## config.mk

```make
export PLATFORM = sky130hd
export DESIGN_NAME = slp_regs
export DESIGN_NICKNAME = d
export VERILOG_FILES = /design/src/slp_pkg.sv /design/src/slp_wr_if.sv /design/src/slp_regs.sv /design/src/slp_field.sv
export SDC_FILE = /design/constraint.sdc
export NUM_CORES = 1
export LEC_CHECK = 0
export BUFFER_PORTS_ARGS = -buffer_cell sky130_fd_sc_hd__clkbuf_2
export CAP_MARGIN = 0
export CORE_MARGIN = 8
export CORE_UTILIZATION = 40
export CTS_CLUSTER_DIAMETER = 150
export DETAILED_ROUTE_END_ITERATION = 7
export GPL_TIMING_DRIVEN = 0
export PLACE_DENSITY = 0.7
export SYNTH_ARGS = -nofsm -noshare
export SYNTH_HDL_FRONTEND = slang
export SYNTH_SLANG_ARGS = --single-unit
```

## constraint.sdc

```tcl
create_clock -name REF_CLK -period 1.4 [get_ports REF_CLK]
set_input_delay 0.28 -clock REF_CLK [delete_from_list [all_inputs] [get_ports REF_CLK]]
set_output_delay 0.28 -clock REF_CLK [all_outputs]
set_load 0.005 [all_outputs]
```

## src/slp_pkg.sv

```systemverilog
// constants for the serial link parameter register bank
package slp_pkg;
  // ------------------------------------------------------------
  // configuration port
  // ------------------------------------------------------------
  localparam int ADDR_W = 12;
  localparam int DATA_W = 8;

  // ------------------------------------------------------------
  // register offsets
  // ------------------------------------------------------------
  localparam logic [ADDR_W-1:0] ADDR_UNMIX_AND_LANES      = 12'h453;
  localparam logic [ADDR_W-1:0] ADDR_FRAME_OCTETS         = 12'h454;
  localparam logic [ADDR_W-1:0] ADDR_MULTIFRAME_LENGTH    = 12'h455;
  localparam logic [ADDR_W-1:0] ADDR_CONVERTER_TOTAL      = 12'h456;
  localparam logic [ADDR_W-1:0] ADDR_CTRL_BITS_AND_RES    = 12'h457;
  localparam logic [ADDR_W-1:0] ADDR_SUBCLASS_AND_SAMPLES = 12'h458;

  // ------------------------------------------------------------
  // field positions and widths
  // ------------------------------------------------------------
  localparam int UNMIX_BIT   = 7;
  localparam int LANES_W     = 5;
  localparam int MF_W        = 5;
  localparam int CTRL_LSB    = 6;
  localparam int CTRL_W      = 2;
  localparam int RES_W       = 5;
  localparam int CLASS_LSB   = 5;
  localparam int CLASS_W     = 3;
  localparam int SAMPLE_W    = 5;

  // ------------------------------------------------------------
  // reset and fixed values
  // ------------------------------------------------------------
  localparam logic [0:0]          UNMIX_RESET        = 1'h1;
  localparam logic [LANES_W-1:0]  LANES_M1_VALUE     = 5'h07;
  localparam logic [DATA_W-1:0]   FRAME_OCTETS_VALUE = 8'h00;
  localparam logic [MF_W-1:0]     MF_RESET           = 5'h1F;
  localparam logic [DATA_W-1:0]   CONVERTERS_M1_VALUE = 8'h01;
  localparam logic [CTRL_W-1:0]   CTRL_BITS_VALUE    = 2'h0;
  localparam logic [RES_W-1:0]    RESOLUTION_M1_VALUE = 5'h0F;
  localparam logic [CLASS_W-1:0]  CLASS_RESET        = 3'h0;
  localparam logic [CLASS_W-1:0]  CLASS_MAX          = 3'h1;
  localparam logic [SAMPLE_W-1:0] SAMPLE_BITS_M1_VALUE = 5'h0F;

  // ------------------------------------------------------------
  // descrambler polynomial 1 + x^14 + x^15
  // ------------------------------------------------------------
  localparam int HIST_W  = 15;
  localparam int TAP_A   = 13;
  localparam int TAP_B   = 14;
endpackage

```

## src/slp_wr_if.sv

```systemverilog
// write data carrier between the bank and its writable fields
`timescale 1ns/100ps
`default_nettype none
interface slp_wr_if;
  logic [slp_pkg::DATA_W-1:0] wdata;
  modport ctrl  (output wdata);
  modport field (input  wdata);
endinterface
`default_nettype wire

```

## src/slp_regs.sv

```systemverilog
// serial link parameter register bank with receive descrambler
// ------------------------------------------------------------
// How it works
// RQ1: bit 7 set descrambles, clear passes through
// RQ2: software writes fields only during decoder soft reset
// RQ3: lane count minus one reads 7, read-only
// RQ4: octets per frame read-only zero, unused
// RQ5: frames per multiframe minus one, resets 31
// RQ6: converters minus one read-only, reads one
// RQ7: control bits per sample read zero
// RQ8: resolution minus one fixed at 0x0F
// RQ9: latency class 0 or 1; 2 refused
// RQ10: bits per sample minus one fixed 0x0F
// RQ11: software writes configuration checksum elsewhere
// RQ12: reserved and read-only bits ignore writes
// ------------------------------------------------------------
`timescale 1ns/100ps
`default_nettype none
module slp_regs (
  input  wire logic                          REF_CLK,
  input  wire logic                          NRST,
  input  wire logic [slp_pkg::ADDR_W-1:0]    CFG_ADDR,
  input  wire logic [slp_pkg::DATA_W-1:0]    CFG_WDATA,
  input  wire logic                          CFG_WR,
  input  wire logic                          CFG_RD,
  output logic [slp_pkg::DATA_W-1:0]         CFG_RDATA,
  output logic                               CFG_RD_VALID,
  input  wire logic                          LINK_DECODER_SOFT_RST,
  input  wire logic [slp_pkg::DATA_W-1:0]    RX_OCTET,
  input  wire logic                          RX_OCTET_VALID,
  output logic [slp_pkg::DATA_W-1:0]         RX_DATA,
  output logic                               RX_DATA_VALID,
  output logic                               DESCRAMBLE_EN,
  output logic [slp_pkg::LANES_W-1:0]        LANE_COUNT_M1,
  output logic [slp_pkg::MF_W-1:0]           MULTIFRAME_FRAMES_M1,
  output logic [slp_pkg::DATA_W-1:0]         CONVERTER_COUNT_M1,
  output logic [slp_pkg::CLASS_W-1:0]        DET_LATENCY_CLASS,
  output logic [slp_pkg::SAMPLE_W-1:0]       BITS_PER_SAMPLE_M1
);
  import slp_pkg::*;

  // ------------------------------------------------------------
  // declarations
  // ------------------------------------------------------------
  slp_wr_if                   wr_bus ();
  logic                       we_unmix;
  logic                       we_mf;
  logic                       we_class;
  logic                       class_ok;
  logic [0:0]                 unmix_reg;
  logic [MF_W-1:0]            mf_reg;
  logic [CLASS_W-1:0]         class_reg;
  logic [DATA_W-1:0]          rdata_next;
  logic [DATA_W-1:0]          rdata_reg;
  logic                       rd_valid_reg;
  logic [HIST_W-1:0]          hist_reg;
  logic [HIST_W-1:0]          hist_next;
  logic [DATA_W-1:0]          plain_next;
  logic [DATA_W-1:0]          rx_data_reg;
  logic                       rx_valid_reg;

  // ------------------------------------------------------------
  // write decode
  // ------------------------------------------------------------
  assign wr_bus.wdata = CFG_WDATA;

  always_comb begin
    we_unmix = 1'b0;
    we_mf    = 1'b0;
    we_class = 1'b0;
    if (CFG_WR && (CFG_ADDR == ADDR_UNMIX_AND_LANES)) begin
      we_unmix = 1'b1;
    end else if (CFG_WR && (CFG_ADDR == ADDR_MULTIFRAME_LENGTH)) begin
      we_mf = 1'b1;
    end else if (CFG_WR && (CFG_ADDR == ADDR_SUBCLASS_AND_SAMPLES)) begin
      we_class = 1'b1;
    end
  end

  // unsupported class codes leave the field as it was
  assign class_ok = (CFG_WDATA[CLASS_LSB +: CLASS_W] <= CLASS_MAX);  // see RQ9

  // ------------------------------------------------------------
  // writable fields
  // ------------------------------------------------------------
  // see RQ1
  slp_field #(
    .W     (1),
    .LSB   (UNMIX_BIT),
    .RESET (UNMIX_RESET)
  ) u_unmix (
    .REF_CLK   (REF_CLK),
    .NRST      (NRST),
    .bus       (wr_bus.field),
    .we        (we_unmix),
    .allow     (1'b1),
    .value_reg (unmix_reg)
  );

  // see RQ5
  slp_field #(
    .W     (MF_W),
    .LSB   (0),
    .RESET (MF_RESET)
  ) u_mf (
    .REF_CLK   (REF_CLK),
    .NRST      (NRST),
    .bus       (wr_bus.field),
    .we        (we_mf),
    .allow     (1'b1),
    .value_reg (mf_reg)
  );

  // see RQ9
  slp_field #(
    .W     (CLASS_W),
    .LSB   (CLASS_LSB),
    .RESET (CLASS_RESET)
  ) u_class (
    .REF_CLK   (REF_CLK),
    .NRST      (NRST),
    .bus       (wr_bus.field),
    .we        (we_class),
    .allow     (class_ok),
    .value_reg (class_reg)
  );

  // ------------------------------------------------------------
  // read mux
  // ------------------------------------------------------------
  always_comb begin
    rdata_next = '0;
    if (CFG_ADDR == ADDR_UNMIX_AND_LANES) begin
      rdata_next[UNMIX_BIT]      = unmix_reg[0];
      rdata_next[LANES_W-1:0]    = LANES_M1_VALUE;  // see RQ3
    end else if (CFG_ADDR == ADDR_FRAME_OCTETS) begin
      rdata_next = FRAME_OCTETS_VALUE;  // see RQ4
    end else if (CFG_ADDR == ADDR_MULTIFRAME_LENGTH) begin
      rdata_next[MF_W-1:0] = mf_reg;  // see RQ5
    end else if (CFG_ADDR == ADDR_CONVERTER_TOTAL) begin
      rdata_next = CONVERTERS_M1_VALUE;  // see RQ6
    end else if (CFG_ADDR == ADDR_CTRL_BITS_AND_RES) begin
      rdata_next[CTRL_LSB +: CTRL_W] = CTRL_BITS_VALUE;  // see RQ7
      rdata_next[RES_W-1:0]          = RESOLUTION_M1_VALUE;  // see RQ8
    end else if (CFG_ADDR == ADDR_SUBCLASS_AND_SAMPLES) begin
      rdata_next[CLASS_LSB +: CLASS_W] = class_reg;
      rdata_next[SAMPLE_W-1:0]         = SAMPLE_BITS_M1_VALUE;  // see RQ10
    end
    // unmapped and reserved bits stay zero, see RQ12
  end

  always_ff @(posedge REF_CLK or negedge NRST) begin
    if (!NRST) begin
      rdata_reg    <= '0;
      rd_valid_reg <= 1'b0;
    end else begin
      rd_valid_reg <= CFG_RD;
      if (CFG_RD) begin
        rdata_reg <= rdata_next;
      end
    end
  end

  assign CFG_RDATA    = rdata_reg;
  assign CFG_RD_VALID = rd_valid_reg;

  // ------------------------------------------------------------
  // self-synchronous descrambler, msb first
  // ------------------------------------------------------------
  always_comb begin
    hist_next  = hist_reg;
    plain_next = '0;
    for (int i = DATA_W - 1; i >= 0; i--) begin
      plain_next[i] = RX_OCTET[i] ^ hist_next[TAP_A] ^ hist_next[TAP_B];
      hist_next     = {hist_next[HIST_W-2:0], RX_OCTET[i]};
    end
  end

  // history is flushed while the decoder sits in soft reset, see RQ2
  always_ff @(posedge REF_CLK or negedge NRST) begin
    if (!NRST) begin
      hist_reg <= '0;
    end else if (LINK_DECODER_SOFT_RST) begin
      hist_reg <= '0;
    end else if (RX_OCTET_VALID) begin
      hist_reg <= hist_next;
    end
  end

  always_ff @(posedge REF_CLK or negedge NRST) begin
    if (!NRST) begin
      rx_data_reg  <= '0;
      rx_valid_reg <= 1'b0;
    end else begin
      rx_valid_reg <= RX_OCTET_VALID && !LINK_DECODER_SOFT_RST;
      if (RX_OCTET_VALID && !LINK_DECODER_SOFT_RST) begin
        rx_data_reg <= unmix_reg[0] ? plain_next : RX_OCTET;  // see RQ1
      end
    end
  end

  assign RX_DATA       = rx_data_reg;
  assign RX_DATA_VALID = rx_valid_reg;

  // ------------------------------------------------------------
  // parameter outputs
  // ------------------------------------------------------------
  assign DESCRAMBLE_EN        = unmix_reg[0];
  assign LANE_COUNT_M1        = LANES_M1_VALUE;
  assign MULTIFRAME_FRAMES_M1 = mf_reg;
  assign CONVERTER_COUNT_M1   = CONVERTERS_M1_VALUE;
  assign DET_LATENCY_CLASS    = class_reg;
  assign BITS_PER_SAMPLE_M1   = SAMPLE_BITS_M1_VALUE;

  // ------------------------------------------------------------
  // assertions
  // ------------------------------------------------------------
  a_unmix_write: assert property (  // see RQ1
    @(posedge REF_CLK) disable iff (!NRST)
    (CFG_WR && CFG_ADDR == ADDR_UNMIX_AND_LANES)
      |=> DESCRAMBLE_EN == $past(CFG_WDATA[UNMIX_BIT]))
    else $error("unmix enable did not follow its write");

  a_bypass_path: assert property (  // see RQ1
    @(posedge REF_CLK) disable iff (!NRST)
    (RX_OCTET_VALID && !LINK_DECODER_SOFT_RST && !DESCRAMBLE_EN)
      |=> RX_DATA_VALID && RX_DATA == $past(RX_OCTET))
    else $error("disabled descrambler altered data");

  a_lane_read: assert property (  // see RQ3
    @(posedge REF_CLK) disable iff (!NRST)
    (CFG_RD && CFG_ADDR == ADDR_UNMIX_AND_LANES)
      |=> CFG_RD_VALID && CFG_RDATA[6:0] == 7'h07)
    else $error("lane field or reserved bits read wrong");

  a_octets_read: assert property (  // see RQ4
    @(posedge REF_CLK) disable iff (!NRST)
    (CFG_RD && CFG_ADDR == ADDR_FRAME_OCTETS) |=> CFG_RDATA == 8'h00)
    else $error("octets per frame read nonzero");

  a_mf_write: assert property (  // see RQ5
    @(posedge REF_CLK) disable iff (!NRST)
    (CFG_WR && CFG_ADDR == ADDR_MULTIFRAME_LENGTH) ##1
    (CFG_RD && CFG_ADDR == ADDR_MULTIFRAME_LENGTH && !CFG_WR)
      |=> CFG_RDATA == {3'h0, $past(CFG_WDATA[4:0], 2)})
    else $error("multiframe length read back wrong");

  a_conv_read: assert property (  // see RQ6
    @(posedge REF_CLK) disable iff (!NRST)
    (CFG_RD && CFG_ADDR == ADDR_CONVERTER_TOTAL) |=> CFG_RDATA == 8'h01)
    else $error("converter count read wrong");

  a_res_read: assert property (  // see RQ7
    @(posedge REF_CLK) disable iff (!NRST)
    (CFG_RD && CFG_ADDR == ADDR_CTRL_BITS_AND_RES) |=> CFG_RDATA == 8'h0F)
    else $error("control bits or resolution read wrong");

  a_class_guard: assert property (  // see RQ9
    @(posedge REF_CLK) disable iff (!NRST)
    (we_class && CFG_WDATA[7:5] > 3'h1)
      |=> $stable(DET_LATENCY_CLASS) && DET_LATENCY_CLASS <= 3'h1)
    else $error("unsupported latency class accepted");

  a_np_read: assert property (  // see RQ10
    @(posedge REF_CLK) disable iff (!NRST)
    (CFG_RD && CFG_ADDR == ADDR_SUBCLASS_AND_SAMPLES)
      |=> CFG_RDATA[4:0] == 5'h0F && CFG_RDATA[7:5] == $past(DET_LATENCY_CLASS))
    else $error("bits per sample read wrong");

  a_unmapped_zero: assert property (  // see RQ12
    @(posedge REF_CLK) disable iff (!NRST)
    (CFG_RD && (CFG_ADDR < ADDR_UNMIX_AND_LANES || CFG_ADDR > ADDR_SUBCLASS_AND_SAMPLES))
      |=> CFG_RDATA == 8'h00)
    else $error("unmapped address read nonzero");

  a_class_range: assert property (  // see RQ9
    @(posedge REF_CLK) disable iff (!NRST)
    DET_LATENCY_CLASS <= 3'h1)
    else $error("latency class outside supported codes");

  a_class_hold: assert property (  // see RQ9
    @(posedge REF_CLK) disable iff (!NRST)
    !we_class |=> $stable(DET_LATENCY_CLASS))
    else $error("latency class moved without a write");

  a_mf_hold: assert property (  // see RQ5
    @(posedge REF_CLK) disable iff (!NRST)
    !(CFG_WR && CFG_ADDR == ADDR_MULTIFRAME_LENGTH) |=> $stable(MULTIFRAME_FRAMES_M1))
    else $error("multiframe length moved without a write");

  a_unmix_hold: assert property (  // see RQ1
    @(posedge REF_CLK) disable iff (!NRST)
    !(CFG_WR && CFG_ADDR == ADDR_UNMIX_AND_LANES) |=> $stable(DESCRAMBLE_EN))
    else $error("unmix enable moved without a write");

  a_rx_accept: assert property (  // see RQ1
    @(posedge REF_CLK) disable iff (!NRST)
    (RX_OCTET_VALID && !LINK_DECODER_SOFT_RST) |=> RX_DATA_VALID)
    else $error("accepted octet produced no output");

  a_rx_drop: assert property (  // see RQ1
    @(posedge REF_CLK) disable iff (!NRST)
    (!RX_OCTET_VALID || LINK_DECODER_SOFT_RST) |=> !RX_DATA_VALID)
    else $error("output valid without an accepted octet");
endmodule
`default_nettype wire

```

## src/slp_field.sv

```systemverilog
// one writable register field with reset value and write guard
`timescale 1ns/100ps
`default_nettype none
module slp_field #(
  parameter int       W     = 1,
  parameter int       LSB   = 0,
  parameter logic [W-1:0] RESET = '0
) (
  input  wire logic          REF_CLK,
  input  wire logic          NRST,
  slp_wr_if.field            bus,
  input  wire logic          we,
  input  wire logic          allow,
  output logic [W-1:0]       value_reg
);
  import slp_pkg::*;

  // ------------------------------------------------------------
  // storage
  // ------------------------------------------------------------
  always_ff @(posedge REF_CLK or negedge NRST) begin
    if (!NRST) begin
      value_reg <= RESET;
    end else if (we && allow) begin
      value_reg <= bus.wdata[LSB +: W];
    end
  end
endmodule
`default_nettype wire

```

==> flow_summary_export.csv <==
group,metric,value,unit
status,status,"completed",
finish,n_fill_cell,512,
timing,finalClockSkew,10.4,ps
floorplanning,coreArea,5070,sq um
global_routing,grt_pass1_wl,7560,um
finish,syn_to_final_growth,25.6,%
logic_synthesis,synth_mux_area_share,10.9,%
power_and_ir_drop,switching_share,24.7,%
logic_synthesis,yosysSeqAreaShare,50.4,%
timing,setup_viol,0,
power_and_ir_drop,comb_power_share,13.4,%
route,num_vias,1580,
global_routing,busiest_layer,"met2",
clock_network,cts-root-buf,"clkbuf_8",
timing,rsz0062_at_grt,"false",
logic_synthesis,yosys.area_share.adder,0,%
setup_path,cp-end-kind,"output port",
finish,ff_latch_area,1060,sq um
setup_path,worstSetupPathType,"reg -> out",
setup_path,start_kind,"register",
timing,fin_crit_sh,95.6,%
setup_path,timing.rr.start,"u_unmix.value_reg",
logic_synthesis,yosys.area.top_type,"dfrtp_1",
clock_network,htreeDepth,2,
setup_path,reg2reg_depth,3,
finish,largest_register_ffs,15,
finish,post-route-util,52.0,%
global_routing,antenna_found_initial,0,
route,vias_per_cell,4.58,
global_routing,grt_overflow,0,
setup_path,r2r_slack,160,ps
logic_synthesis,ys_types,34,
route,drc,0,
timing,slew_viol_final,0,
timing,finalHoldViolCount,0,
floorplanning,die-width,88.5,um
global_routing,grt_max_degree,43,
floorplanning,pin_count,79,
clock_network,cts.path.max_buffers,2,
route,routedWlPerCell,13.3,um
clock_network,cts_sinks,42,
route,drt-total-wl,4590,um
finish,final_cells,345,
finish,fin_nets,308,
logic_synthesis,ys_top_cells_by_area,"dfrtp_1 43%, dfstp_2 7.5%, mux2i_1 7.1%",
power_and_ir_drop,p_int,0.00182,W
run,maxCapViolations,0,
global_routing,grt_use_met1,13.8,%
place,placedCellCount,337,
setup_path,startpoint,"u_unmix.value_reg",
finish,multi_input_area,910,sq um
place,gp_congestion,0.714,
power_and_ir_drop,clockPowerShare,33.1,%
timing,worst_pin_slew,993,ps
clock_network,cts_buffers,5,
floorplanning,num_rows,26,
global_routing,use_met3,5.76,%
clock_network,clock_latency,300,ps
logic_synthesis,synth_cells,192,
route,ant_nets,0,
worst_hold_path,hp-class,"in -> async",
floorplanning,dieHeight,88.5,um
logic_synthesis,synth_area,2100,sq um
logic_synthesis,synth_area_per_cell,10.9,sq um
logic_synthesis,yosys.area.top_type_share,42.9,%
logic_synthesis,synth-xor-area-share,3.34,%
global_routing,met2_usage,20.1,%
logic_synthesis,synth_seq_cells,42,
finish,drive_gt1_share,39.6,%
setup_path,crit_arrival,1060,ps
global_routing,grtUsageTotal,12.3,%
logic_synthesis,synth-compound-area-share,8.34,%
timing,max-slew-margin-rel,33.8,%
timing,min_period,1340,ps
route,first_pass_iters,4,
logic_synthesis,synth_top_family_by_area,"simple AND/OR/NAND/NOR gates",
clock_network,cts_hold_buf,0,
finish,antenna_cells,0,
clock_network,tritoncts,"yes",
global_routing,grt_pass1_vias,1697,
timing,fmax,0.747,GHz
floorplanning,initial_core_util,41.4,%
place,numPortBuffers,59,
power_and_ir_drop,ir_drop,0.000437,V
setup_path,required,1120,ps
floorplanning,die-area,7830,sq um
place,hpwl,3670,um
logic_synthesis,ys.warnings.count,0,
power_and_ir_drop,power.density,918,nW/um^2
setup_path,worstPathMaxFanout,3,
power_and_ir_drop,p_sw,0.000599,W
setup_path,reg2reg_to,"RX_DATA[4]",
logic_synthesis,synth_simple_gate_area_share,17.5,%
route,drtIter0Drc,56,
power_and_ir_drop,power.leakage,1.32,nW
power_and_ir_drop,seqPwrFrac,53.6,%
clock_network,cts.clk_slew.worst_paths,80,ps
==> cell families (layout without fill, tap and decap cells) <==
logic type,count (synthesis),count (layout)
XOR/XNOR,8,8
other,2,18
AO/OA/AOI/OAI,28,28
multiplexers,22,22
flip-flops,42,42
buffers and inverters,32,99
AND/OR/NAND/NOR,58,58
==> cell usage after synthesis, drive strengths merged <==
master   number
a211oi        1
a21o          1
a31oi         9
and3b         2
and4          1
and4bb        3
buf          22
clkbuf        3
conb          2
dfrtp        36
dfstp         6
inv           7
mux2          7
mux2i        15
nand2         3
nand2b        2
nand3         1
nand4         3
nand4bb       1
nor2         26
nor2b         4
nor3b         1
nor4b         2
nor4bb        1
o2111ai       1
o211ai        2
o21ai         8
o22ai         5
o32ai         1
or3           8
xnor2         8
==> worst max path at each step <==
stage | slack (ps) | depth (start not counted) | end
2_1_floorplan | 10 | 3 | u_class.value_reg[0]
4_1_cts | 30 | 4 | RX_DATA[6]
3_3_place_gp | -240 | 4 | u_class.value_reg[0]
6_report | 60 | 2 | DESCRAMBLE_EN
5_1_grt | 10 | 2 | DESCRAMBLE_EN
3_5_place_dp | -230 | 4 | u_class.value_reg[0]
==> per-layer routing <==
metal	share of wire, %	vias up
li1	-	799
met1	43	706
met2	45	65
met3	11	10
met4	1.3	0
met5	0	-
==> worst max-delay path, stage by stage, from the launching register on <==
cell,delay (ps)
dfstp_2,550
buf_4,120
clkbuf_2,110
==> area by class of cell <==
type                            count  share of cell area [%]
Buffer                             24                    6.16
Clock buffer                        7                    3.27
Clock inverter                      1                   0.190
Inverter                            7                   0.996
Multi-Input combinational cell    134                    34.5
Sequential cell                    42                    40.1
Tap cell                           70                    3.32
Timing Repair Buffer               60                    11.5
==> through the flow <==
step | total power, W | setup WS, ps | hold slack (ps) | setup TNS (ps) | cell area, sq um
6_report | 0.00242 | 61.7 | 134 | 0 | 2640
5_1_grt | 0.00254 | 13.9 | 134 | 0 | 2640
4_1_cts | 0.00245 | 34.0 | 136 | 0 | 2650
3_5_place_dp | 0.00165 | -232 | 441 | -909 | 2540
3_3_place_gp | 0.00164 | -236 | 423 | -643 | 2540
2_1_floorplan | 0.00150 | 14.4 | -15.6 | 0 | 2160
==> cell usage in the layout, fill, tap and decap left out, drive strengths merged, types with 3 or more instances in the layout <==
| master | synthesis | final |
|---|---|---|
| and4bb | 3 | 3 |
| nor2b | 4 | 4 |
| nand4 | 3 | 3 |
| dfrtp | 36 | 36 |
| xnor2 | 8 | 8 |
| mux2i | 15 | 15 |
| nor2 | 26 | 26 |
| clkbuf | 3 | 68 |
| buf | 22 | 23 |
| o21ai | 8 | 8 |
| a31oi | 9 | 9 |
| inv | 7 | 7 |
| nand2 | 3 | 3 |
| or3 | 8 | 8 |
| mux2 | 7 | 7 |
| o22ai | 5 | 5 |
| conb | 2 | 18 |
| dfstp | 6 | 6 |
==> power by group through the flow <==
stage	Clock, W	Combinational [W]	Sequential (W)
CTS	0.000821	0.000326	0.00130
floorplan	0	0.000175	0.00132
finish	0.000801	0.000324	0.00130
global route	0.000868	0.000367	0.00131
detailed placement	0	0.000325	0.00132
global placement	0	0.000322	0.00132
==> timing repair <==
action,in CTS,in global routing
pin swaps,0,1
gates resized for setup,4,0
setup buffers,1,0
endpoints found under the setup margin,2,2
Note: power is estimated with default switching activity, not from simulation.
